==> config.mk <==
export PLATFORM = sky130hd
export DESIGN_NAME = mmes_event_select
export DESIGN_NICKNAME = d
export VERILOG_FILES = /design/src/inc/mmes_pkg.sv /design/src/verilog/mmes_event_select.sv
export VERILOG_INCLUDE_DIRS = /design/src /design/src/inc
export SDC_FILE = /design/constraint.sdc
export NUM_CORES = 2
export LEC_CHECK = 0
export BUFFER_PORTS_ARGS = -buffer_cell sky130_fd_sc_hd__buf_4
export CORE_UTILIZATION = 64
export CTS_BUF_LIST = sky130_fd_sc_hd__clkbuf_8
export CTS_CLUSTER_SIZE = 16
export DETAILED_ROUTE_END_ITERATION = 8
export PLACE_DENSITY_LB_ADDON = 0.15
export SETUP_SLACK_MARGIN = 0.3
export SYNTH_ARGS = -nofsm -noshare
export SYNTH_HDL_FRONTEND = slang
export SYNTH_SLANG_ARGS = --single-unit
==> constraint.sdc <==
create_clock -name ref_clk -period 15.2 [get_ports ref_clk]
set_input_delay 0.76 -clock ref_clk [delete_from_list [all_inputs] [get_ports ref_clk]]
set_output_delay 0.76 -clock ref_clk [all_outputs]
set_load 0.05 [all_outputs]
==> src/inc/mmes_defines.svh <==
// Purpose: Constants of the mesh memory event selector
// Assumes: Included by the package only
// Notes:   Byte offsets on the register bus; timing has no long counts
`ifndef MMES_DEFINES_SVH
`define MMES_DEFINES_SVH
// ==========================================================================
// Geometry
`define MMES_NUM_CTR      5
`define MMES_NUM_RESTR    4
`define MMES_XQ_W         26
// ==========================================================================
// Event codes
`define MMES_CODE_MEMCTL_WRITE      8'h25
`define MMES_CODE_ERROR_LINE        8'hE6
`define MMES_CODE_TABLE_RESET       8'h57
`define MMES_CODE_DEMAND_DROP       8'h58
`define MMES_CODE_DROP_REASON_CH0   8'h59
`define MMES_CODE_DROP_REASON_CH1   8'h5A
`define MMES_CODE_INGRESS_DEALLOC   8'h62
`define MMES_CODE_HORZ_BOUNCE       8'hAC
`define MMES_CODE_VERT_BOUNCE       8'hAA
// ==========================================================================
// Register map: region in address bits 7:5, counter index in bits 4:2
`define MMES_REGION_CTL   3'h0
`define MMES_REGION_XQ    3'h1
`define MMES_REGION_CNT   3'h2
`define MMES_CTL_BASE     8'h00
`define MMES_XQ_BASE      8'h20
`define MMES_CNT_BASE     8'h40
`define MMES_CTL_EN_BIT   22
`define MMES_CTL_RESET    17'h00000
`define MMES_XQ_RESET     26'h0000000
`define MMES_CNT_RESET    32'h00000000
// ==========================================================================
// Qualifier field bits (bit 0 of the field is bit 32 of the selector)
`define MMES_XQ_TRANSGRESS  0
`define MMES_XQ_NONINCL     1
`define MMES_XQ_NONINCL_MISS 2
`define MMES_XQ_CH0         3
`define MMES_XQ_CH1         4
`endif

==> src/inc/mmes_pkg.sv <==
// Purpose: Types of the mesh memory event selector
// Assumes: mmes_defines.svh on the include path
// Notes:   Event bit order follows the unit-mask bit order
package mmes_pkg;
`include "mmes_defines.svh"
   // ========================================================================
   // Event carriers
   typedef struct packed {
      logic persistent;
      logic ddr_cache;
      logic ddr_mem;
      logic partial_isoch;
      logic full_isoch;
      logic partial;
      logic full;
      logic non_inclusive_miss;
      logic non_inclusive;
      logic transgress;
   } mmes_wr_t;
   typedef struct packed {
      mmes_wr_t [1:0]        memctl_write_event;
      logic [1:0][5:0]       prefetch_table_reset_event;
      logic [3:0]            demand_prefetch_drop_event;
      logic [10:0]           prefetch_drop_reason_ch0_event;
      logic [10:0]           prefetch_drop_reason_ch1_event;
      logic [3:0]            prefetch_ingress_dealloc_event;
      logic [3:0]            horizontal_bounce_event;
      logic [4:0]            vertical_bounce_event;
   } mmes_ev_t;
   // ========================================================================
   // Bus and state
   typedef struct packed {
      logic [7:0]  address;
      logic        read;
      logic        write;
      logic [31:0] writedata;
      logic [3:0]  byteenable;
   } mmes_avs_req_t;
   typedef struct packed {
      logic       en;
      logic [7:0] umask;
      logic [7:0] code;
   } mmes_ctl_t;
   typedef struct packed {
      mmes_ctl_t [`MMES_NUM_CTR-1:0]                ctl;
      logic [`MMES_NUM_CTR-1:0][`MMES_XQ_W-1:0]     xq;
      logic [`MMES_NUM_CTR-1:0][31:0]               cnt;
      logic [1:0]                                   err_meta;
      logic [1:0]                                   err_sync;
      logic                                         ack;
      logic [31:0]                                  rdata;
   } mmes_state_t;
endpackage : mmes_pkg

==> src/verilog/mmes_event_select.sv <==
// Purpose: Event selection, qualification and counting for the
//          mesh-to-memory agent performance counters
// Assumes: One 50 MHz clock; event pulses are synchronous except the
//          multi-bit error lines, which arrive from another block
// Notes:   Avalon-MM slave, one wait state per access
//
// Overview of operation
// - Code 25 counts writes, counters 0-3
// - Umask bit 8 counts full non-isoch writes
// - Umask bit 11 counts isochronous partial writes
// - Umask bit 14 counts DRAM-as-cache writes
// - Umask bit 15 counts persistent module writes
// - Zero umask, qualifier bit 0: transgress writes
// - Zero umask, qualifier bit 2: non-inclusive misses
// - Code E6 counts error line high cycles
// - Code 57 umask bit 10: miss resets
// - Umask bit 12 counts credit-pending resets
// - Code 58 counts demand drops per source
// - Codes 59/5A, umask bit 14: CAM full
// - Umask bit 8 counts secure-region drops
// - Umask bit 11 counts back-to-back drops
// - Code 62 umask bit 8: squashed deallocs
// - Umask bit 9 counts posted one-level deallocs
// - Code AC counts horizontal bounce cycles
// - Code AA counts vertical bounce cycles
module mmes_event_select
   import mmes_pkg::*;
(
   // Clock and reset
   input  wire logic                ref_clk,
   input  wire logic                reset,
   // Register bus
   input  wire mmes_pkg::mmes_avs_req_t avs_req,
   output logic                     avs_waitrequest,
   output logic [31:0]              avs_readdata,
   // Event sources
   input  wire mmes_pkg::mmes_ev_t  events,
   input  wire logic [1:0]          multi_bit_error_line
);
   import mmes_pkg::*;

   // ========================================================================
   // Functions
   function automatic logic is_restricted(logic [7:0] code);
      return (code == `MMES_CODE_MEMCTL_WRITE) || (code == `MMES_CODE_TABLE_RESET) ||
             (code == `MMES_CODE_DEMAND_DROP) || (code == `MMES_CODE_DROP_REASON_CH0) ||
             (code == `MMES_CODE_DROP_REASON_CH1) ||
             (code == `MMES_CODE_INGRESS_DEALLOC);
   endfunction : is_restricted

   function automatic logic ev_hit(mmes_ctl_t c, logic [`MMES_XQ_W-1:0] x,
                                   mmes_ev_t ev, logic [1:0] err);
      logic     h;
      logic     any_wr;
      mmes_wr_t w;
      h = 1'b0;
      case (c.code)
         `MMES_CODE_MEMCTL_WRITE:
         begin
            for (int ch = 0; ch < 2; ch++)
            begin
               w = ev.memctl_write_event[ch];
               any_wr = w.full | w.partial | w.full_isoch | w.partial_isoch;
               if (x[`MMES_XQ_CH0 + ch])
               begin
                  if (c.umask == 8'h00)
                     h = h | (x[`MMES_XQ_TRANSGRESS] & w.transgress)
                           | (x[`MMES_XQ_NONINCL] & w.non_inclusive)
                           | (x[`MMES_XQ_NONINCL_MISS] & w.non_inclusive_miss);
                  else
                     h = h | (|(c.umask & {w.persistent, w.ddr_cache, w.ddr_mem, any_wr,
                                           w.partial_isoch, w.full_isoch, w.partial,
                                           w.full}));
               end
            end
         end
         `MMES_CODE_ERROR_LINE:
            h = |(c.umask[1:0] & err);
         `MMES_CODE_TABLE_RESET:
         begin
            for (int ch = 0; ch < 2; ch++)
               h = h | (x[ch] & (|(c.umask[5:0] &
                                   ev.prefetch_table_reset_event[ch])));
         end
         `MMES_CODE_DEMAND_DROP:
            h = |(c.umask[3:0] & ev.demand_prefetch_drop_event);
         `MMES_CODE_DROP_REASON_CH0:
            h = (|(c.umask & ev.prefetch_drop_reason_ch0_event[7:0])) |
                (|(x[2:0] & ev.prefetch_drop_reason_ch0_event[10:8]));
         `MMES_CODE_DROP_REASON_CH1:
            h = (|(c.umask & ev.prefetch_drop_reason_ch1_event[7:0])) |
                (|(x[2:0] & ev.prefetch_drop_reason_ch1_event[10:8]));
         `MMES_CODE_INGRESS_DEALLOC:
            h = |(c.umask[3:0] & ev.prefetch_ingress_dealloc_event);
         `MMES_CODE_HORZ_BOUNCE:
            h = |(c.umask[3:0] & ev.horizontal_bounce_event);
         `MMES_CODE_VERT_BOUNCE:
            h = |(c.umask[4:0] & ev.vertical_bounce_event);
         default:
            h = 1'b0;
      endcase
      return h;
   endfunction : ev_hit

   function automatic logic [31:0] be_merge(logic [31:0] old, logic [31:0] nw,
                                            logic [3:0] be);
      logic [31:0] r;
      r = old;
      for (int b = 0; b < 4; b++)
         if (be[b])
            r[b*8 +: 8] = nw[b*8 +: 8];
      return r;
   endfunction : be_merge

   // ========================================================================
   // State
   mmes_state_t q_ff;
   mmes_state_t nxt_q;

   logic [2:0]                  region;
   logic [2:0]                  idx;
   logic                        idx_ok;
   logic                        bus_req;
   logic                        wr_take;
   logic [`MMES_NUM_CTR-1:0]    cnt_wr;
   logic [`MMES_NUM_CTR-1:0]    hit;

   assign region  = avs_req.address[7:5];
   assign idx     = avs_req.address[4:2];
   // Unaligned or out-of-range indices fall outside the map
   assign idx_ok  = (avs_req.address[1:0] == 2'b00) && (idx < 3'(`MMES_NUM_CTR));
   assign bus_req = avs_req.read | avs_req.write;
   // First cycle of every access is a wait state, so read data is already
   // registered when waitrequest falls
   assign avs_waitrequest = bus_req & ~q_ff.ack;
   assign wr_take         = avs_req.write & q_ff.ack;
   assign avs_readdata    = q_ff.rdata;

   always_comb
   begin
      for (int i = 0; i < `MMES_NUM_CTR; i++)
      begin
         cnt_wr[i] = wr_take && idx_ok && (region == `MMES_REGION_CNT) &&
                     (idx == 3'(i));
         hit[i]    = q_ff.ctl[i].en &&
                     ev_hit(q_ff.ctl[i], q_ff.xq[i], events, q_ff.err_sync) &&
                     (!is_restricted(q_ff.ctl[i].code) ||
                      (i < `MMES_NUM_RESTR));
      end
   end

   // ========================================================================
   // Next state
   always_comb
   begin
      logic [31:0] ctl_word;
      ctl_word = 32'h00000000;
      nxt_q = q_ff;
      // Error lines come from another block: two flops before use
      nxt_q.err_meta = multi_bit_error_line;
      nxt_q.err_sync = q_ff.err_meta;
      nxt_q.ack      = bus_req & ~q_ff.ack;
      if (avs_req.read && !q_ff.ack)
      begin
         nxt_q.rdata = 32'h00000000;
         if (idx_ok)
         begin
            case (region)
               `MMES_REGION_CTL:
                  nxt_q.rdata = {9'h000, q_ff.ctl[idx].en, 6'h00,
                                 q_ff.ctl[idx].umask, q_ff.ctl[idx].code};
               `MMES_REGION_XQ:
                  nxt_q.rdata = {6'h00, q_ff.xq[idx]};
               `MMES_REGION_CNT:
                  nxt_q.rdata = q_ff.cnt[idx];
               default:
                  nxt_q.rdata = 32'h00000000;
            endcase
         end
      end
      if (wr_take && idx_ok)
      begin
         case (region)
            `MMES_REGION_CTL:
            begin
               ctl_word = be_merge({9'h000, q_ff.ctl[idx].en, 6'h00,
                                    q_ff.ctl[idx].umask, q_ff.ctl[idx].code},
                                   avs_req.writedata, avs_req.byteenable);
               nxt_q.ctl[idx] = {ctl_word[`MMES_CTL_EN_BIT], ctl_word[15:0]};
            end
            `MMES_REGION_XQ:
            begin
               ctl_word = be_merge({6'h00, q_ff.xq[idx]}, avs_req.writedata,
                                   avs_req.byteenable);
               nxt_q.xq[idx] = ctl_word[`MMES_XQ_W-1:0];
            end
            default:
               ctl_word = 32'h00000000;
         endcase
      end
      for (int i = 0; i < `MMES_NUM_CTR; i++)
      begin
         // A software preset replaces the value; the event of that cycle is
         // dropped, a trade against a second adder
         if (cnt_wr[i])
            nxt_q.cnt[i] = be_merge(q_ff.cnt[i], avs_req.writedata, avs_req.byteenable);
         else if (hit[i])
            nxt_q.cnt[i] = q_ff.cnt[i] + 32'h00000001;
      end
   end

   always_ff @(posedge ref_clk or posedge reset)
   begin
      if (reset)
      begin
         q_ff <= '0;
      end
      else
      begin
         q_ff <= nxt_q;
      end
   end

   // A let, unlike a function body, has every signal that it names sampled
   // together with the rest of the property
   let cfg0(code, um, x) = q_ff.ctl[0].en && (q_ff.ctl[0].code == code) &&
      (q_ff.ctl[0].umask == um) && (q_ff.xq[0][4:0] == x) && !cnt_wr[0];
endmodule : mmes_event_select

==> flow_metrics.env <==
export IMPL_startpoint_type="flip-flop"
export IMPL_crit_path_end_kind="flip-flop"
export IMPL_drive_gt1_share_pct=24.3
export IMPL_design_area_um2=28000
export IMPL_synth_cell_types=97
export IMPL_h_tree_depth=3
export IMPL_synthFlopType="dfrtp_1"
export IMPL_io_pins=154
export IMPL_coreArea_um2=38900
export IMPL_syn_inst=2521
export IMPL_synth_adder_area_share_pct=0.246
export IMPL_antenna_left=0
export IMPL_seq_area_frac_synth_pct=40.5
export IMPL_drtIter0Drc=3980
export IMPL_grt_overflow_total=0
export IMPL_required_ns=15.75
export IMPL_syn_area_um2=25500
export IMPL_rsz0062_at_grt="no"
export IMPL_vias=24900
export IMPL_synth_async_reset_ratio_pct=100
export IMPL_drt_first_pass_iters=8
export IMPL_grt_total_usage_pct=47.7
export IMPL_dieHeight_um=201
export IMPL_fin_skew_ns=0.0354
export IMPL_cts_sinks=412
export IMPL_insertion_delay_ns=0.68
export IMPL_place_gp_congestion=1.02
export IMPL_fin_hold_ws_ns=0.191
export IMPL_grt_max_degree=137
export IMPL_fmax_mhz=249
export IMPL_io_buffers=153
export IMPL_fin_crit_sh_pct=26.5
export IMPL_drv_cap=0
export IMPL_finalNonFillerCells=3145
export IMPL_n_fill_cell=2779
export IMPL_fp_row_count=72
export IMPL_synth_xor_area_share_pct=0.206
export IMPL_finalCriticalPeriod_ns=4.02
export IMPL_ys_ff_latch=412
export IMPL_ctsHoldBuffers=0
export IMPL_drt_drc_violations_left=0
export IMPL_grt_pass1_vias=23900
export IMPL_drt_wirelength_per_cell_um=30.7
export IMPL_place_hpwl_mm=67.6
export IMPL_synth_edff_count=0
export IMPL_arrival_ns=4.58
export IMPL_grt_pass1_wl_mm=147
export IMPL_tightest_slew_ns=1.33
export IMPL_layout_commonest_cell="dfrtp_1"
export IMPL_dp_cells=3026
export IMPL_irDropWorstVdd_mv=0.106
export IMPL_cts_inserted_buffers=73
export IMPL_yosysWarnings=0
export IMPL_leakage_nw=12.0
export IMPL_diodes=0
export IMPL_synth_top_cell_by_area="dfrtp_1"
export IMPL_layout_common_cells="dfrtp_1 (412), mux2_2 (207), buf_4 (190)"
export IMPL_synthSimpleGateAreaFrac_pct=15.7
export IMPL_cp_max_fo=22
export IMPL_dieArea_um2=40600
export IMPL_start_util_pct=65.4
export IMPL_syn_area_per_cell_um2=10.1
export IMPL_crit_type="flip-flop to flip-flop"
export IMPL_tns_ns=0
export IMPL_outcome="completed"
export IMPL_die_x_um=201
export IMPL_synth_top_area_share_pct=40.5
export IMPL_clock_root_buffer="clkbuf_8"
export IMPL_cts_path_max_buffers=3
export IMPL_synth_compound_area_share_pct=22.8
export IMPL_wl_mm=96.5
export IMPL_clkTransAtPathRegs_ns=0.06
export IMPL_antenna_found_initial=2
export IMPL_finalMaxSlewViolations=0
export IMPL_muxShareOfSynthArea_pct=16.0
export IMPL_areaGrowthSynthToFinish_pct=10.1
export IMPL_via_per_inst=7.93
export IMPL_dpl_cell_area_um2=26600
export IMPL_num_nets_final=2709
export IMPL_setup_viol=0
export IMPL_syn_nets=2647
export IMPL_hold_viol=0
export IMPL_ctsResizeCount=0
export IMPL_cts_tree="built"
export IMPL_synth_top_family_by_area="compound AO/OA/AOI/OAI gates"
export IMPL_power_density_nw_per_um2=85.6
export IMPL_holdCritPathClass="primary input to flip-flop"
export IMPL_synth_area_top_cells="dfrtp_1 (40%), mux2_2 (9.2%), mux4_2 (6.6%)"
export IMPL_cts_setup_buffers=0
export IMPL_slew_headroom_pct=11.4
critical path: stages (launching register included):
cell and delay [ns]:
dfrtp_1 0.69, a222oi_1 0.51, nand3_1 0.15, o311ai_0 0.71, a2111oi_2 0.21, o31ai_4 0.27, buf_4 0.33, nand2b_1 0.55
o41ai_1 0.18, a211o_1 0.31
layer usage:
layer / track usage (%) / share of wire [%] / vias to the layer above
met1: 62.9 / 35 / 12100
met5: 0 / 0.030 / -
li1: - / - / 10000
met3: 13.9 / 14 / 497
met4: 25.1 / 6.2 / 4
met2: 71.6 / 44 / 2270
flip-flops by register name, indices dropped and copies added (netlist names):
name,count
nxt_q,2
avs_readdata,32
q_ff,378
Yosys cell counts, types with 28 or more instances:
master	n
dfrtp_1	412
mux2_2	207
nand2_1	186
nor2_1	166
a22oi_1	156
a21oi_1	145
clkbuf_1	114
nand3_1	112
o21ai_0	77
mux4_2	75
and3_1	54
inv_1	49
o22ai_1	42
nand4_1	39
buf_4	38
nor3_1	37
a211oi_1	31
a222oi_1	29
a22o_1	29
a311oi_1	28
cell families (layout without fill, tap and decap cells):
family / Yosys count / in the layout
flip-flops: 412 / 412
AO/OA/AOI/OAI: 794 / 794
XOR/XNOR: 6 / 6
adder cells (fa/ha/maj): 5 / 5
buffers and inverters: 253 / 359
AND/OR/NAND/NOR: 763 / 763
multiplexers: 288 / 288
through the flow:
step	total power (W)	setup slack [ns]	util (%)
final	0.00240	11.18	72.0
after global routing	0.00245	11.09	72.0
after CTS	0.00239	11.39	72.0
after detailed placement	0.00135	11.20	68.3
after global placement	0.00134	11.21	68.3
after floorplan	0.00125	2.98	-
final timing paths:
path	from	end	depth (start not counted)	slack, ns
setup / recovery	q_ff[355]	q_ff[85]	9	11.18
hold / removal	multi_bit_error_line[0]	nxt_q[33]	1	0.19
setup reg to reg	q_ff[355]	q_ff[85]	9	11.18
hold reg to reg	nxt_q[34]	q_ff[34]	0	0.35
max in group asynchronous	reset	q_ff[46]	4	12.62
min in group asynchronous	reset	q_ff[317]	2	0.32
layout make-up:
cell class	count	area, um^2	area share (%)
inverter	50	195	0.696
multi-input combinational	1856	14000	50.0
tap	518	648	2.31
clock inverter	29	199	0.710
clock buffer	90	1240	4.42
timing repair buffer	190	1430	5.09
sequential	412	10300	36.8
power by group:
part | switching [W] | internal [W]
logic | 0.000138 | 0.0000664
registers | 0.0000245 | 0.00111
clock network | 0.000493 | 0.000567
total | 0.000656 | 0.00174
Note: power is estimated with default switching activity, not from simulation.
